--- src/rtl/eps_pkg.sv ---
// Constants for the field-programmable ROM programming sequencer.
// Assumes a single 50 MHz system clock; all waits are counted in its cycles.
package eps_pkg;

	// ---------------------------------------------------------------
	// Geometry
	// ---------------------------------------------------------------
	localparam int unsigned ADDR_W    = 8;
	localparam int unsigned DATA_W    = 8;
	localparam int unsigned WORDS     = 256;

	// ---------------------------------------------------------------
	// Clock and times in their own units
	// ---------------------------------------------------------------
	localparam int unsigned CLK_NS        = 20;
	localparam int unsigned SETTLE_NS     = 1000;      // Address/data settle before supplies
	localparam int unsigned O_LEAD_NS     = 1000;      // Supplies before program pulse
	localparam int unsigned O_LAG_NS      = 1000;      // Supplies after program pulse
	localparam int unsigned O_PULSE_MS    = 20;
	localparam int unsigned O_PERIOD_MS   = 1000;
	localparam int unsigned O_PULSES      = 5;
	localparam int unsigned I_COMP_US     = 25;        // Complement address under power
	localparam int unsigned I_PWR_US      = 100;       // Power on before program pulse
	localparam int unsigned I_TRUE_US     = 10;        // True address before program pulse
	localparam int unsigned I_PULSE_MS    = 3;
	localparam int unsigned I_LAG_MIN_US  = 10;        // Supplies off 10..100 us after pulse
	localparam int unsigned I_OFF_MS      = 13;        // Power-off time keeps duty below 20 %
	localparam int unsigned I_PASSES      = 32;
	localparam int unsigned READ_NS       = 2000;      // Read access wait in verify

	// ---------------------------------------------------------------
	// Cycle counts, least times rounded up
	// ---------------------------------------------------------------
	localparam int unsigned SETTLE_CYC  = (SETTLE_NS + CLK_NS - 1) / CLK_NS;
	localparam int unsigned O_LEAD_CYC  = (O_LEAD_NS + CLK_NS - 1) / CLK_NS;
	localparam int unsigned O_LAG_CYC   = (O_LAG_NS + CLK_NS - 1) / CLK_NS;
	localparam int unsigned I_COMP_CYC  = (I_COMP_US * 1000 + CLK_NS - 1) / CLK_NS;
	localparam int unsigned I_TRUE_CYC  = (I_TRUE_US * 1000 + CLK_NS - 1) / CLK_NS;
	localparam int unsigned I_REST_CYC  = ((I_PWR_US - I_COMP_US) * 1000 + CLK_NS - 1) / CLK_NS;
	localparam int unsigned I_LAG_CYC   = (I_LAG_MIN_US * 1000 + CLK_NS - 1) / CLK_NS;
	localparam int unsigned READ_CYC    = (READ_NS + CLK_NS - 1) / CLK_NS;
	// Long counts, used as top-level parameter defaults
	localparam int unsigned O_PULSE_CYC = O_PULSE_MS * 1000000 / CLK_NS;
	// Supplies stay on through lead, pulse and lag; the period is stretched
	// where needed so that this on time never exceeds the allowed duty share
	localparam int unsigned O_DUTY_PCT  = 2;
	localparam int unsigned O_ON_CYC    = O_LEAD_CYC + O_PULSE_CYC + O_LAG_CYC;
	localparam int unsigned O_PER_CYC   = O_PERIOD_MS * 1000000 / CLK_NS;
	localparam int unsigned O_DUTY_CYC  = O_ON_CYC * (100 / O_DUTY_PCT);
	localparam int unsigned O_GAP_CYC   = (O_PER_CYC > O_DUTY_CYC ? O_PER_CYC : O_DUTY_CYC)
	                                      - O_ON_CYC - SETTLE_CYC;
	localparam int unsigned I_PULSE_CYC = I_PULSE_MS * 1000000 / CLK_NS;
	localparam int unsigned I_OFF_CYC   = I_OFF_MS * 1000000 / CLK_NS;

	localparam int unsigned TMR_W       = 32;
	localparam logic [2:0]  O_PULSES_L  = 3'h5;
	localparam logic [5:0]  I_PASSES_L  = 6'h20;

	typedef enum logic [3:0] {
		EPS_IDLE, EPS_SETTLE, EPS_LEAD, EPS_TRUE, EPS_PROG, EPS_LAG, EPS_OFF,
		EPS_VADDR, EPS_VCHK, EPS_DONE
	} eps_state_t;

endpackage

--- src/rtl/eps_sequencer.sv ---
// Host-side programming sequencer for a 2048-bit floating-gate field-programmable ROM.
// Holds a 256 x 8 image, drives address, data, pulsed supplies and program lead as
// logic levels (1 = negative programming level), then reads back and compares.
// Assumes external level shifters turn each logic output into the programming voltages.
// Functional notes
// - Original variant: address zero is a strongly negative level, address one about 0 V; the address is driven true, so a one bit is the negative level.
// - Original variant: data lead at 0 V leaves the bit low, negative level makes it high.
// - Address goes on the address leads, data on the output leads, and supplies pulse.
// - Supply and program pulses wait until address and data have settled.
// - Original variant: supplies lead the program pulse by 1 us and trail it by 1 us.
// - Original variant: pulse duty cycle stays at or below two percent.
// - Original variant: five 20 ms pulses per word, one second apart.
// - Improved variant: the complement address is driven before supplies turn on.
// - Improved variant: true address comes no sooner than 25 us after supplies on.
// - Improved variant: 3 ms pulse starts 10 us after true address and 100 us after power.
// - Data is held on the data leads for the whole time the drain supply is pulsed.
// - Improved variant: supplies go off 10 to 100 us after the program pulse ends.
// - Improved variant: all addresses are stepped in ascending order 32 times with identical pulses.
// - Improved variant: applied power duty cycle stays at or below twenty percent.
module eps_sequencer
	import eps_pkg::*;
#(
	parameter int unsigned O_PULSE_CYCLES = O_PULSE_CYC,
	parameter int unsigned O_GAP_CYCLES   = O_GAP_CYC,
	parameter int unsigned I_PULSE_CYCLES = I_PULSE_CYC,
	parameter int unsigned I_OFF_CYCLES   = I_OFF_CYC
) (
	input  wire logic              sys_clk_i,
	input  wire logic              rst_n_i,
	// Image load and control
	input  wire logic              img_wr_i,
	input  wire logic [ADDR_W-1:0] img_addr_i,
	input  wire logic [DATA_W-1:0] img_data_i,
	input  wire logic              improved_i,
	input  wire logic              start_i,
	output logic                   busy_o,
	output logic                   done_o,
	output logic                   fail_o,
	output logic [ADDR_W-1:0]      fail_addr_o,
	// ROM pins, logic level 1 = negative programming level
	output logic [ADDR_W-1:0]      rom_addr_o,
	input  wire logic [DATA_W-1:0] rom_data_i,
	output logic [DATA_W-1:0]      rom_data_o,
	output logic                   rom_data_oe_o,
	output logic                   drain_supply_pulse_o,
	output logic                   gate_supply_pulse_o,
	output logic                   prog_pulse_o
);

	// ---------------------------------------------------------------
	// Image memory
	// ---------------------------------------------------------------
	logic [DATA_W-1:0] img_mem [WORDS];

	// Image write port, usable while idle
	always_ff @(posedge sys_clk_i) begin
		if (img_wr_i) begin
			img_mem[img_addr_i] <= img_data_i;
		end
	end

	// ---------------------------------------------------------------
	// Read-back synchroniser
	// ---------------------------------------------------------------
	logic [DATA_W-1:0] rd_meta_r;
	logic [DATA_W-1:0] rd_sync_r;

	// Two flops before any compare looks at the pins
	always_ff @(posedge sys_clk_i or negedge rst_n_i) begin
		if (!rst_n_i) begin
			rd_meta_r <= '0;
			rd_sync_r <= '0;
		end else begin
			rd_meta_r <= rom_data_i;
			rd_sync_r <= rd_meta_r;
		end
	end

	// ---------------------------------------------------------------
	// Sequencer state
	// ---------------------------------------------------------------
	eps_state_t        st_r,      st_nxt;
	logic [TMR_W-1:0]  tmr_r,     tmr_nxt;
	logic [ADDR_W-1:0] word_r,    word_nxt;
	logic [2:0]        pulse_r,   pulse_nxt;
	logic [5:0]        pass_r,    pass_nxt;
	logic              impr_r,    impr_nxt;
	logic [ADDR_W-1:0] addr_r,    addr_nxt;
	logic [DATA_W-1:0] data_r,    data_nxt;
	logic              oe_r,      oe_nxt;
	logic              drain_r,   drain_nxt;
	logic              gate_r,    gate_nxt;
	logic              prog_r,    prog_nxt;
	logic              busy_r,    busy_nxt;
	logic              done_r,    done_nxt;
	logic              fail_r,    fail_nxt;
	logic [ADDR_W-1:0] faddr_r,   faddr_nxt;
	logic              tmr_zero;
	logic              last_word;

	// Cycle count as a timer load value
	function automatic logic [TMR_W-1:0] cyc(input int unsigned n);
		return TMR_W'(n - 1);
	endfunction

	assign tmr_zero  = (tmr_r == '0);
	assign last_word = (word_r == ADDR_W'(WORDS - 1));

	// Next-state and pin values
	always_comb begin
		st_nxt    = st_r;
		tmr_nxt   = tmr_zero ? tmr_r : tmr_r - TMR_W'(1);
		word_nxt  = word_r;
		pulse_nxt = pulse_r;
		pass_nxt  = pass_r;
		impr_nxt  = impr_r;
		addr_nxt  = addr_r;
		data_nxt  = data_r;
		oe_nxt    = oe_r;
		drain_nxt = drain_r;
		gate_nxt  = gate_r;
		prog_nxt  = prog_r;
		busy_nxt  = busy_r;
		done_nxt  = done_r;
		fail_nxt  = fail_r;
		faddr_nxt = faddr_r;
		unique case (st_r)
			EPS_IDLE: begin
				if (start_i) begin
					impr_nxt  = improved_i;
					word_nxt  = '0;
					pulse_nxt = '0;
					pass_nxt  = '0;
					busy_nxt  = 1'b1;
					done_nxt  = 1'b0;
					fail_nxt  = 1'b0;
					faddr_nxt = '0;
					st_nxt    = EPS_SETTLE;
					// Present address (complement in improved mode) and data first
					addr_nxt  = improved_i ? ~ADDR_W'(0) : '0;
					data_nxt  = img_mem['0];
					oe_nxt    = 1'b1;
					tmr_nxt   = cyc(SETTLE_CYC);
				end
			end
			EPS_SETTLE: begin
				// Supplies only after levels settle
				if (tmr_zero) begin
					drain_nxt = 1'b1;
					gate_nxt  = 1'b1;
					st_nxt    = impr_r ? EPS_TRUE : EPS_LEAD;
					tmr_nxt   = impr_r ? cyc(I_COMP_CYC) : cyc(O_LEAD_CYC);
				end
			end
			EPS_TRUE: begin
				// Return address to true form, then wait out the 100 us power time
				if (tmr_zero) begin
					addr_nxt = word_r;
					st_nxt   = EPS_LEAD;
					tmr_nxt  = cyc(I_REST_CYC > I_TRUE_CYC ? I_REST_CYC : I_TRUE_CYC);
				end
			end
			EPS_LEAD: begin
				if (tmr_zero) begin
					prog_nxt = 1'b1;
					st_nxt   = EPS_PROG;
					tmr_nxt  = impr_r ? cyc(I_PULSE_CYCLES) : cyc(O_PULSE_CYCLES);
				end
			end
			EPS_PROG: begin
				if (tmr_zero) begin
					prog_nxt = 1'b0;
					st_nxt   = EPS_LAG;
					tmr_nxt  = impr_r ? cyc(I_LAG_CYC) : cyc(O_LAG_CYC);
				end
			end
			EPS_LAG: begin
				// Data stays driven through the whole drain pulse
				if (tmr_zero) begin
					drain_nxt = 1'b0;
					gate_nxt  = 1'b0;
					st_nxt    = EPS_OFF;
					tmr_nxt   = impr_r ? cyc(I_OFF_CYCLES) : cyc(O_GAP_CYCLES);
				end
			end
			EPS_OFF: begin
				if (tmr_zero) begin
					st_nxt  = EPS_SETTLE;
					tmr_nxt = cyc(SETTLE_CYC);
					if (!impr_r && (pulse_r != O_PULSES_L - 3'h1)) begin
						pulse_nxt = pulse_r + 3'h1;
					end else begin
						pulse_nxt = '0;
						word_nxt  = word_r + ADDR_W'(1);
						if (last_word && (!impr_r || pass_r == I_PASSES_L - 6'h1)) begin
							st_nxt  = EPS_VADDR;
							oe_nxt  = 1'b0;
							tmr_nxt = cyc(READ_CYC);
						end else if (last_word) begin
							pass_nxt = pass_r + 6'h1;
						end
					end
					addr_nxt = impr_r ? ~word_nxt : word_nxt;
					data_nxt = img_mem[word_nxt];
					if (st_nxt == EPS_VADDR) begin
						addr_nxt = '0;
						data_nxt = '0;
					end
				end
			end
			EPS_VADDR: begin
				// Read access wait covers the synchroniser latency
				if (tmr_zero) begin
					st_nxt = EPS_VCHK;
				end
			end
			EPS_VCHK: begin
				// First mismatch is kept
				if (rd_sync_r != img_mem[word_r] && !fail_r) begin
					fail_nxt  = 1'b1;
					faddr_nxt = word_r;
				end
				word_nxt = word_r + ADDR_W'(1);
				addr_nxt = word_nxt;
				tmr_nxt  = cyc(READ_CYC);
				st_nxt   = last_word ? EPS_DONE : EPS_VADDR;
			end
			EPS_DONE: begin
				busy_nxt = 1'b0;
				done_nxt = 1'b1;
				addr_nxt = '0;
				st_nxt   = EPS_IDLE;
			end
		endcase
	end

	// State registers
	always_ff @(posedge sys_clk_i or negedge rst_n_i) begin
		if (!rst_n_i) begin
			st_r    <= EPS_IDLE;
			tmr_r   <= '0;
			word_r  <= '0;
			pulse_r <= '0;
			pass_r  <= '0;
			impr_r  <= 1'b0;
			addr_r  <= '0;
			data_r  <= '0;
			oe_r    <= 1'b0;
			drain_r <= 1'b0;
			gate_r  <= 1'b0;
			prog_r  <= 1'b0;
			busy_r  <= 1'b0;
			done_r  <= 1'b0;
			fail_r  <= 1'b0;
			faddr_r <= '0;
		end else begin
			st_r    <= st_nxt;
			tmr_r   <= tmr_nxt;
			word_r  <= word_nxt;
			pulse_r <= pulse_nxt;
			pass_r  <= pass_nxt;
			impr_r  <= impr_nxt;
			addr_r  <= addr_nxt;
			data_r  <= data_nxt;
			oe_r    <= oe_nxt;
			drain_r <= drain_nxt;
			gate_r  <= gate_nxt;
			prog_r  <= prog_nxt;
			busy_r  <= busy_nxt;
			done_r  <= done_nxt;
			fail_r  <= fail_nxt;
			faddr_r <= faddr_nxt;
		end
	end

	// ---------------------------------------------------------------
	// Outputs, all from flops
	// ---------------------------------------------------------------
	assign rom_addr_o           = addr_r;
	assign rom_data_o           = data_r;
	assign rom_data_oe_o        = oe_r;
	assign drain_supply_pulse_o = drain_r;
	assign gate_supply_pulse_o  = gate_r;
	assign prog_pulse_o         = prog_r;
	assign busy_o               = busy_r;
	assign done_o               = done_r;
	assign fail_o               = fail_r;
	assign fail_addr_o          = faddr_r;

endmodule // eps_sequencer

--- config.mk ---
export PLATFORM = sky130hd
export DESIGN_NAME = eps_sequencer
export DESIGN_NICKNAME = d
export VERILOG_FILES = /design/src/rtl/eps_pkg.sv /design/src/rtl/eps_sequencer.sv
export SDC_FILE = /design/constraint.sdc
export NUM_CORES = 2
export LEC_CHECK = 0
export ABC_AREA = 1
export BUFFER_PORTS_ARGS = -buffer_cell sky130_fd_sc_hd__buf_4
export CAP_MARGIN = 20
export CORE_MARGIN = 10
export CORE_UTILIZATION = 24
export DETAILED_ROUTE_END_ITERATION = 6
export GPL_ROUTABILITY_DRIVEN = 0
export RECOVER_POWER = 100
export SYNTH_ARGS = -nofsm -noshare
export SYNTH_HDL_FRONTEND = slang
export SYNTH_SLANG_ARGS = --single-unit
export TNS_END_PERCENT = 30
--- constraint.sdc ---
create_clock -name sys_clk_i -period 4 [get_ports sys_clk_i]
set_input_delay 0.4 -clock sys_clk_i [delete_from_list [all_inputs] [get_ports sys_clk_i]]
set_output_delay 0.4 -clock sys_clk_i [all_outputs]
set_load 0.03 [all_outputs]
; Word-level counts from Yosys, hierarchy flattened
; Memories as Yosys holds them, arrays and structs flattened.
; Index checks and enable logic that the tools add are counted.
; Widths: inputs -> output; s select.
[totals]
memories = 1
inputBits = 29
ff_bits = 100
word_cells = 151
ramBits = 2048
out_inout_bits = 31
[op_classes]
reduce_logical = 26
bitwise = 1
addsub = 4
mux = 75
n_eq_ne = 27
[memory_table]
columns = memory, depth, word_bits, rd, rd_ports_with_merged_regs, write_ports, line
row1 = img_mem, 256, 8, 3, 0, 1, eps_sequencer.sv:53  ; logic [DATA_W-1:0] img_mem [WORDS];
[ops]
columns = cell, count
row1 = $mux 32, 8
row2 = $pmux 32 s8, 1
row3 = $mux 8, 15
row4 = $mux 4, 11
row5 = $pmux 4 s10, 1
row6 = $pmux 8 s5, 1
row7 = $logic_not 32->1, 1
row8 = $pmux 8 s2, 2
row9 = $sub 32x1->32 const B, 1
row10 = $mux 6, 5
row11 = $mux 26, 1
row12 = $ne 2x2->1 const B, 13
row13 = $pmux 8 s3, 1
row14 = $eq 4x3->1 const B, 5
row15 = $mux 20, 1
row16 = $mux 3, 5
row17 = $reduce_and 3->1, 5
row18 = $mux 7, 2
row19 = $pmux 1 s2, 6
row20 = $pmux 6 s2, 1
row21 = $mux 1, 11
row22 = $mux 11, 1
row23 = $reduce_bool 2->1, 5
row24 = $mux 9, 1
row25 = 23 further kinds, 29

; Logic depth before layout (Yosys ltp)
[depth]
depth_word = 11
mapped_depth = 25
depth_no_buf = 23

; Least setup slack after synthesis
; OpenSTA, ideal clock, no wires.
[synth_timing]
path_kind = reg-to-reg
start = register pulse_r[0]
end = register data_r[2] (netlist: rom_data_o[2])
path_stages_with_launch = 19
arrival_time_ns = 2.347
required_time_ns = 3.878
setup_ns = 0.122
slack_ns = 1.531
path_cell_list = dfrtp_1 -> inv_1 -> ha_1 -> a21oi_4 -> or2_2 -> o21ai_1 -> buf_4 -> inv_2 -> buf_2 -> clkbuf_1 -> nand3_1 -> nand3_1 -> nand3_1 -> nand3_1 -> nand3_1 -> nand3_1 -> nand3_1 -> nand3_1 -> a2bb2oi_1
[synth_between]
elab_chain_len = 9
[synth_lines]
columns = element, line
row1 = from (decl), eps_sequencer.sv:85  ; logic [2:0] pulse_r, pulse_nxt;
row2 = from (signal assigned), eps_sequencer.sv:260  ; pulse_r <= pulse_nxt;
row3 = $ne 3x3->1 (*), eps_sequencer.sv:190  ; if (!impr_r && (pulse_r != O_PULSES_L - 3'h1)) begin
row4 = $logic_and 1x1->1 (*), eps_sequencer.sv:190
row5 = $mux 8 or $mux 3 (tied branches), eps_sequencer.sv:190
row6 = $mux 8 or $mux 4 (tied branches), eps_sequencer.sv:187  ; if (tmr_zero) begin
row7 = $mux 8 or $mux 4 (tied branches), eps_sequencer.sv:127  ; unique case (st_r)
row8 = $mem_v2 256x8 or $eq 4x3->1 (tied branches), n/a
row9 = $mux 8 (*), eps_sequencer.sv:205  ; if (st_nxt == EPS_VADDR) begin
row10 = $mux 8 (*), eps_sequencer.sv:187
row11 = $pmux 8 s2 (*), eps_sequencer.sv:127
row12 = to (signal assigned), eps_sequencer.sv:264  ; data_r <= data_nxt;
row13 = to (decl), eps_sequencer.sv:89  ; logic [DATA_W-1:0] data_r, data_nxt;
; Every way passes the cells marked *; elsewhere a longest branch is shown, timed or not. The select of a mux whose other input is x is not followed.
; A chain may end at the register's enable or synchronous reset.

; Worst setup path in the final report
[layout_timing]
start = input img_addr_i[2]
end = memory img_mem[219][5], enable pin
[layout_rtl]
columns = element, line
row1 = from (decl), eps_sequencer.sv:32  ; input wire logic [ADDR_W-1:0] img_addr_i,
row2 = to (decl), eps_sequencer.sv:53
; Straight into the memory's write port.

==> flow_summary.json <==
{
  "clock-sinks": 2148,
  "root_buffer": "clkbuf_16",
  "power_switching_mw": 43.75,
  "finalSetupViolCount": 41,
  "dp_cells": 17860,
  "initial_core_util_pct": 24.11,
  "io_pins": 60,
  "power_density_nw_per_um2": 755.8,
  "drive_gt1_share_pct": 7.389,
  "die_w_um": 694.7,
  "firstDrtPassIters": 7,
  "power_frac_seq_pct": 26.5,
  "synth.distinct_cells": 61,
  "clkPwrFrac_pct": 22.9,
  "ant_nets": 0,
  "holdWs_ns": 0.1855,
  "clock_skew_ns": 0.07533,
  "drt_iter0_drc": 14690,
  "path_cells": "clkbuf_1, inv_1, nand2_1, nor2_1, nand2_1, clkbuf_1, nor2_1",
  "drv_cap": 35,
  "path_delay_family": "buffers and inverters",
  "final_common_cell": "nand2_1",
  "clock_latency_ns": 0.94,
  "dp_hpwl_mm": 266.7,
  "syn-cell-area_um2": 109200,
  "maxSlewViolCount": 1501,
  "avgViaCountPerCell": 5.221,
  "peakVddDrop_v": 0.0007642,
  "grt_antenna_before_repair": 15,
  "crit_buf_inv": 3,
  "row_count": 247,
  "ys_seq_area_share_pct": 58.58,
  "grt_pass1_wl_mm": 606.4,
  "grt_max_degree": 119,
  "p_comb_share_pct": 50.6,
  "numPortBuffers": 59,
  "grt.overflow.total": 0,
  "wirelength_mm": 423.0,
  "max_slew_margin_pct": -140.9,
  "yosysWarnings": 0,
  "crit_type": "input pin to flip-flop",
  "syn_to_final_growth_pct": 16.01,
  "period_minus_slack_ns": 4.108,
  "start_kind": "input pin",
  "cts_max_level": 4,
  "grt_pass1_vias": 88220,
  "syn_avg_cell_area_um2": 9.009,
  "worstMarginPinSlew_ns": 3.613,
  "p_int_mw": 52.04,
  "clk_pin_slew_ns": 0.06,
  "cts_buffers": 235,
  "path_max_fanout": 15,
  "slowest_delay_ns": 2.16,
  "num_vias": 95790,
  "die_height_um": 694.7,
  "synth_seq_cells": 2148,
  "required_ns": 4.39,
  "syn_nets": 12160,
  "fin_crit_sh_pct": 102.7,
  "min_path_type": "input pin to flip-flop",
  "synthCells": 12130,
  "die_area_um2": 482600,
  "rsz0062_at_grt": "true",
  "routedWlPerCell_um": 23.06,
  "leakage_nw": 45.52,
  "cp_slowest_cell": "clkbuf_1",
  "final_nets": 12200,
  "final-hold-violation-count": 0,
  "finalNonFillerCells": 18350,
  "violations": "DRC, capacitance limit, slew limit, setup timing",
  "cp_data_arrival_time_ns": 4.50,
  "grtUsageTotal_pct": 16.47,
  "core-area_um2": 453100,
  "finalWorstSetupSlack_ns": -0.1075,
  "p_sw_share_pct": 45.67,
  "cts_tree": "yes",
  "outcome": "finished with violations",
  "route.detailed.drc": 3,
  "cp-end-kind": "flip-flop",
  "layout_common_cells": "4103 x nand2_1, 3056 x nand3_1, 2048 x edfxtp_1",
  "clock_path_buffers": 4,
  "fmax_mhz": 243.5
}
==> synth_stat cells (all sizes together) <==
master / instances / area (µm²)
nand2: 4113 / 15480
nand3: 3080 / 15420
edfxtp: 2048 / 61500
buf: 702 / 3815
nor2: 432 / 1715
inv: 361 / 1368
o21ai: 317 / 1605
o211ai: 282 / 2117
a21oi: 280 / 1424
clkbuf: 218 / 818.3
dfrtp: 100 / 2502
a21boi: 61 / 457.9
nor3: 25 / 141.4
o22ai: 15 / 93.84
xor2: 13 / 113.9
nand4: 10 / 68.81
a2bb2oi: 8 / 70.07
a41oi: 7 / 98.85
ha: 7 / 87.58
xnor2: 6 / 52.55
a31oi: 5 / 31.28
clkinv: 5 / 23.77
nor4: 5 / 31.28
or2: 5 / 31.28
a22oi: 2 / 15.01
a32oi: 2 / 17.52
nand3b: 2 / 27.53
o21a: 2 / 15.01
o221ai: 2 / 17.52
o22a: 2 / 17.52
a2111oi: 1 / 8.760
a211oi: 1 / 7.510
a221oi: 1 / 8.760
and3: 1 / 6.260
nor3b: 1 / 7.510
o2111ai: 1 / 8.760
o21bai: 1 / 7.510
o32ai: 1 / 8.760
o41ai: 1 / 8.760
==> cell families (layout without fill, tap and decap cells) <==
kind of cell / after synthesis / count (layout) / share of synthesized area, %
simple gates: 7674 / 7674 / 30.14
flops: 2148 / 2148 / 58.58
buf+inv: 1286 / 1517 / 5.515
compound gates: 992 / 992 / 5.528
xor+xnor: 19 / 19 / 0.1523
fa+ha+maj: 7 / 7 / 0.08017
other cells: 0 / 12 / 0
==> path summary, 6_finish.rpt <==
kind / slack [ns] / cells after the start / end / from
max in group asynchronous: 1.53 / 3 / fail_addr_o[0] / rst_n_i
worst max-delay path: -0.11 / 7 / img_mem[219][5] / img_addr_i[2]
worst min-delay path: 0.19 / 2 / rd_meta_r[6] / rom_data_i[6]
min in group asynchronous: 0.57 / 2 / tmr_r[24] / rst_n_i
worst min register to register: 0.34 / 0 / rd_sync_r[2] / rd_meta_r[2]
worst max register to register: -0.03 / 22 / fail_addr_o[5] / word_r[0]
==> through the flow <==
stage | total power, mW | worst slack (ns) | utilization (%) | cell area [µm²] | setup TNS (ns)
after floorplan | 54.84 | 1.531 | - | 109200 | 0
after global placement | 71.85 | -0.1597 | 26.39 | 119600 | -1.280
after detailed placement | 72.02 | -0.1139 | 26.39 | 119600 | -0.8839
after CTS | 93.88 | 0.0002123 | 28.11 | 127400 | 0
after global routing | 100.0 | -0.03053 | 27.97 | 126700 | -0.06875
final | 95.79 | -0.1075 | 27.97 | 126700 | -1.896
==> per-layer routing <==
metal / up-vias / part of all wire [%] / GRT usage, %
met5: - / 0.011 / 0
met4: 6 / 5.8 / 8.124
met3: 1244 / 13 / 3.899
met2: 6631 / 43 / 25.07
met1: 45730 / 38 / 21.89
li1: 42180 / - / -
==> worst register-to-register path: cells and delay by family (launching register included) <==
| kind | cells | cell delay (ns) |
|---|---|---|
| flip-flops | 1 | 0.55 |
| AND/OR/NAND/NOR | 16 | 2.17 |
| buffers and inverters | 4 | 0.98 |
| AO/OA/AOI/OAI | 2 | 0.25 |
==> final cells by class <==
class | count | area (µm²)
inverters | 366 | 1476
repair inverters | 2 | 17.52
multi-input cells | 8692 | 39410
flip-flops and latches | 2148 | 64020
diodes | 12 | 30.03
clock buffers | 290 | 6178
well taps | 5976 | 7477
clock inverters | 141 | 1444
repair buffers | 718 | 6689
fillers | 47290 | 326300
==> sequential cells by signal, summed over array words and instances (netlist names) <==
| name | count |
|---|---|
| rd_sync_r | 8 |
| fail_addr_o | 8 |
| done_o | 1 |
| rom_addr_o | 8 |
| img_mem | 2048 |
| rom_data_o | 8 |
| rd_meta_r | 8 |
| word_r | 8 |
| pulse_r | 3 |
| st_r | 4 |
| impr_r | 1 |
| fail_o | 1 |
| gate_supply_pulse_o | 1 |
| rom_data_oe_o | 1 |
| prog_pulse_o | 1 |
| busy_o | 1 |
| pass_r | 6 |
| tmr_r | 32 |
==> what timing repair did <==
item,CTS,global route
resized for setup,3,43
pin swaps,1,2
hold buffers,14,0
endpoints found under the setup margin,9,15
hold endpoints to repair,146,0
cloned,1,5
buffers inserted,2,14
==> power groups by stage <==
stage / Sequential [mW] / Clock (mW) / Combinational (mW)
global route: 25.4 / 23.1 / 51.6
CTS: 25.3 / 22.1 / 46.5
finish: 25.3 / 22.0 / 48.5
global placement: 25.8 / 0 / 46.1
floorplan: 25.8 / 0 / 29.0
detailed placement: 25.8 / 0 / 46.3
Power figures use the tool's default switching activity.
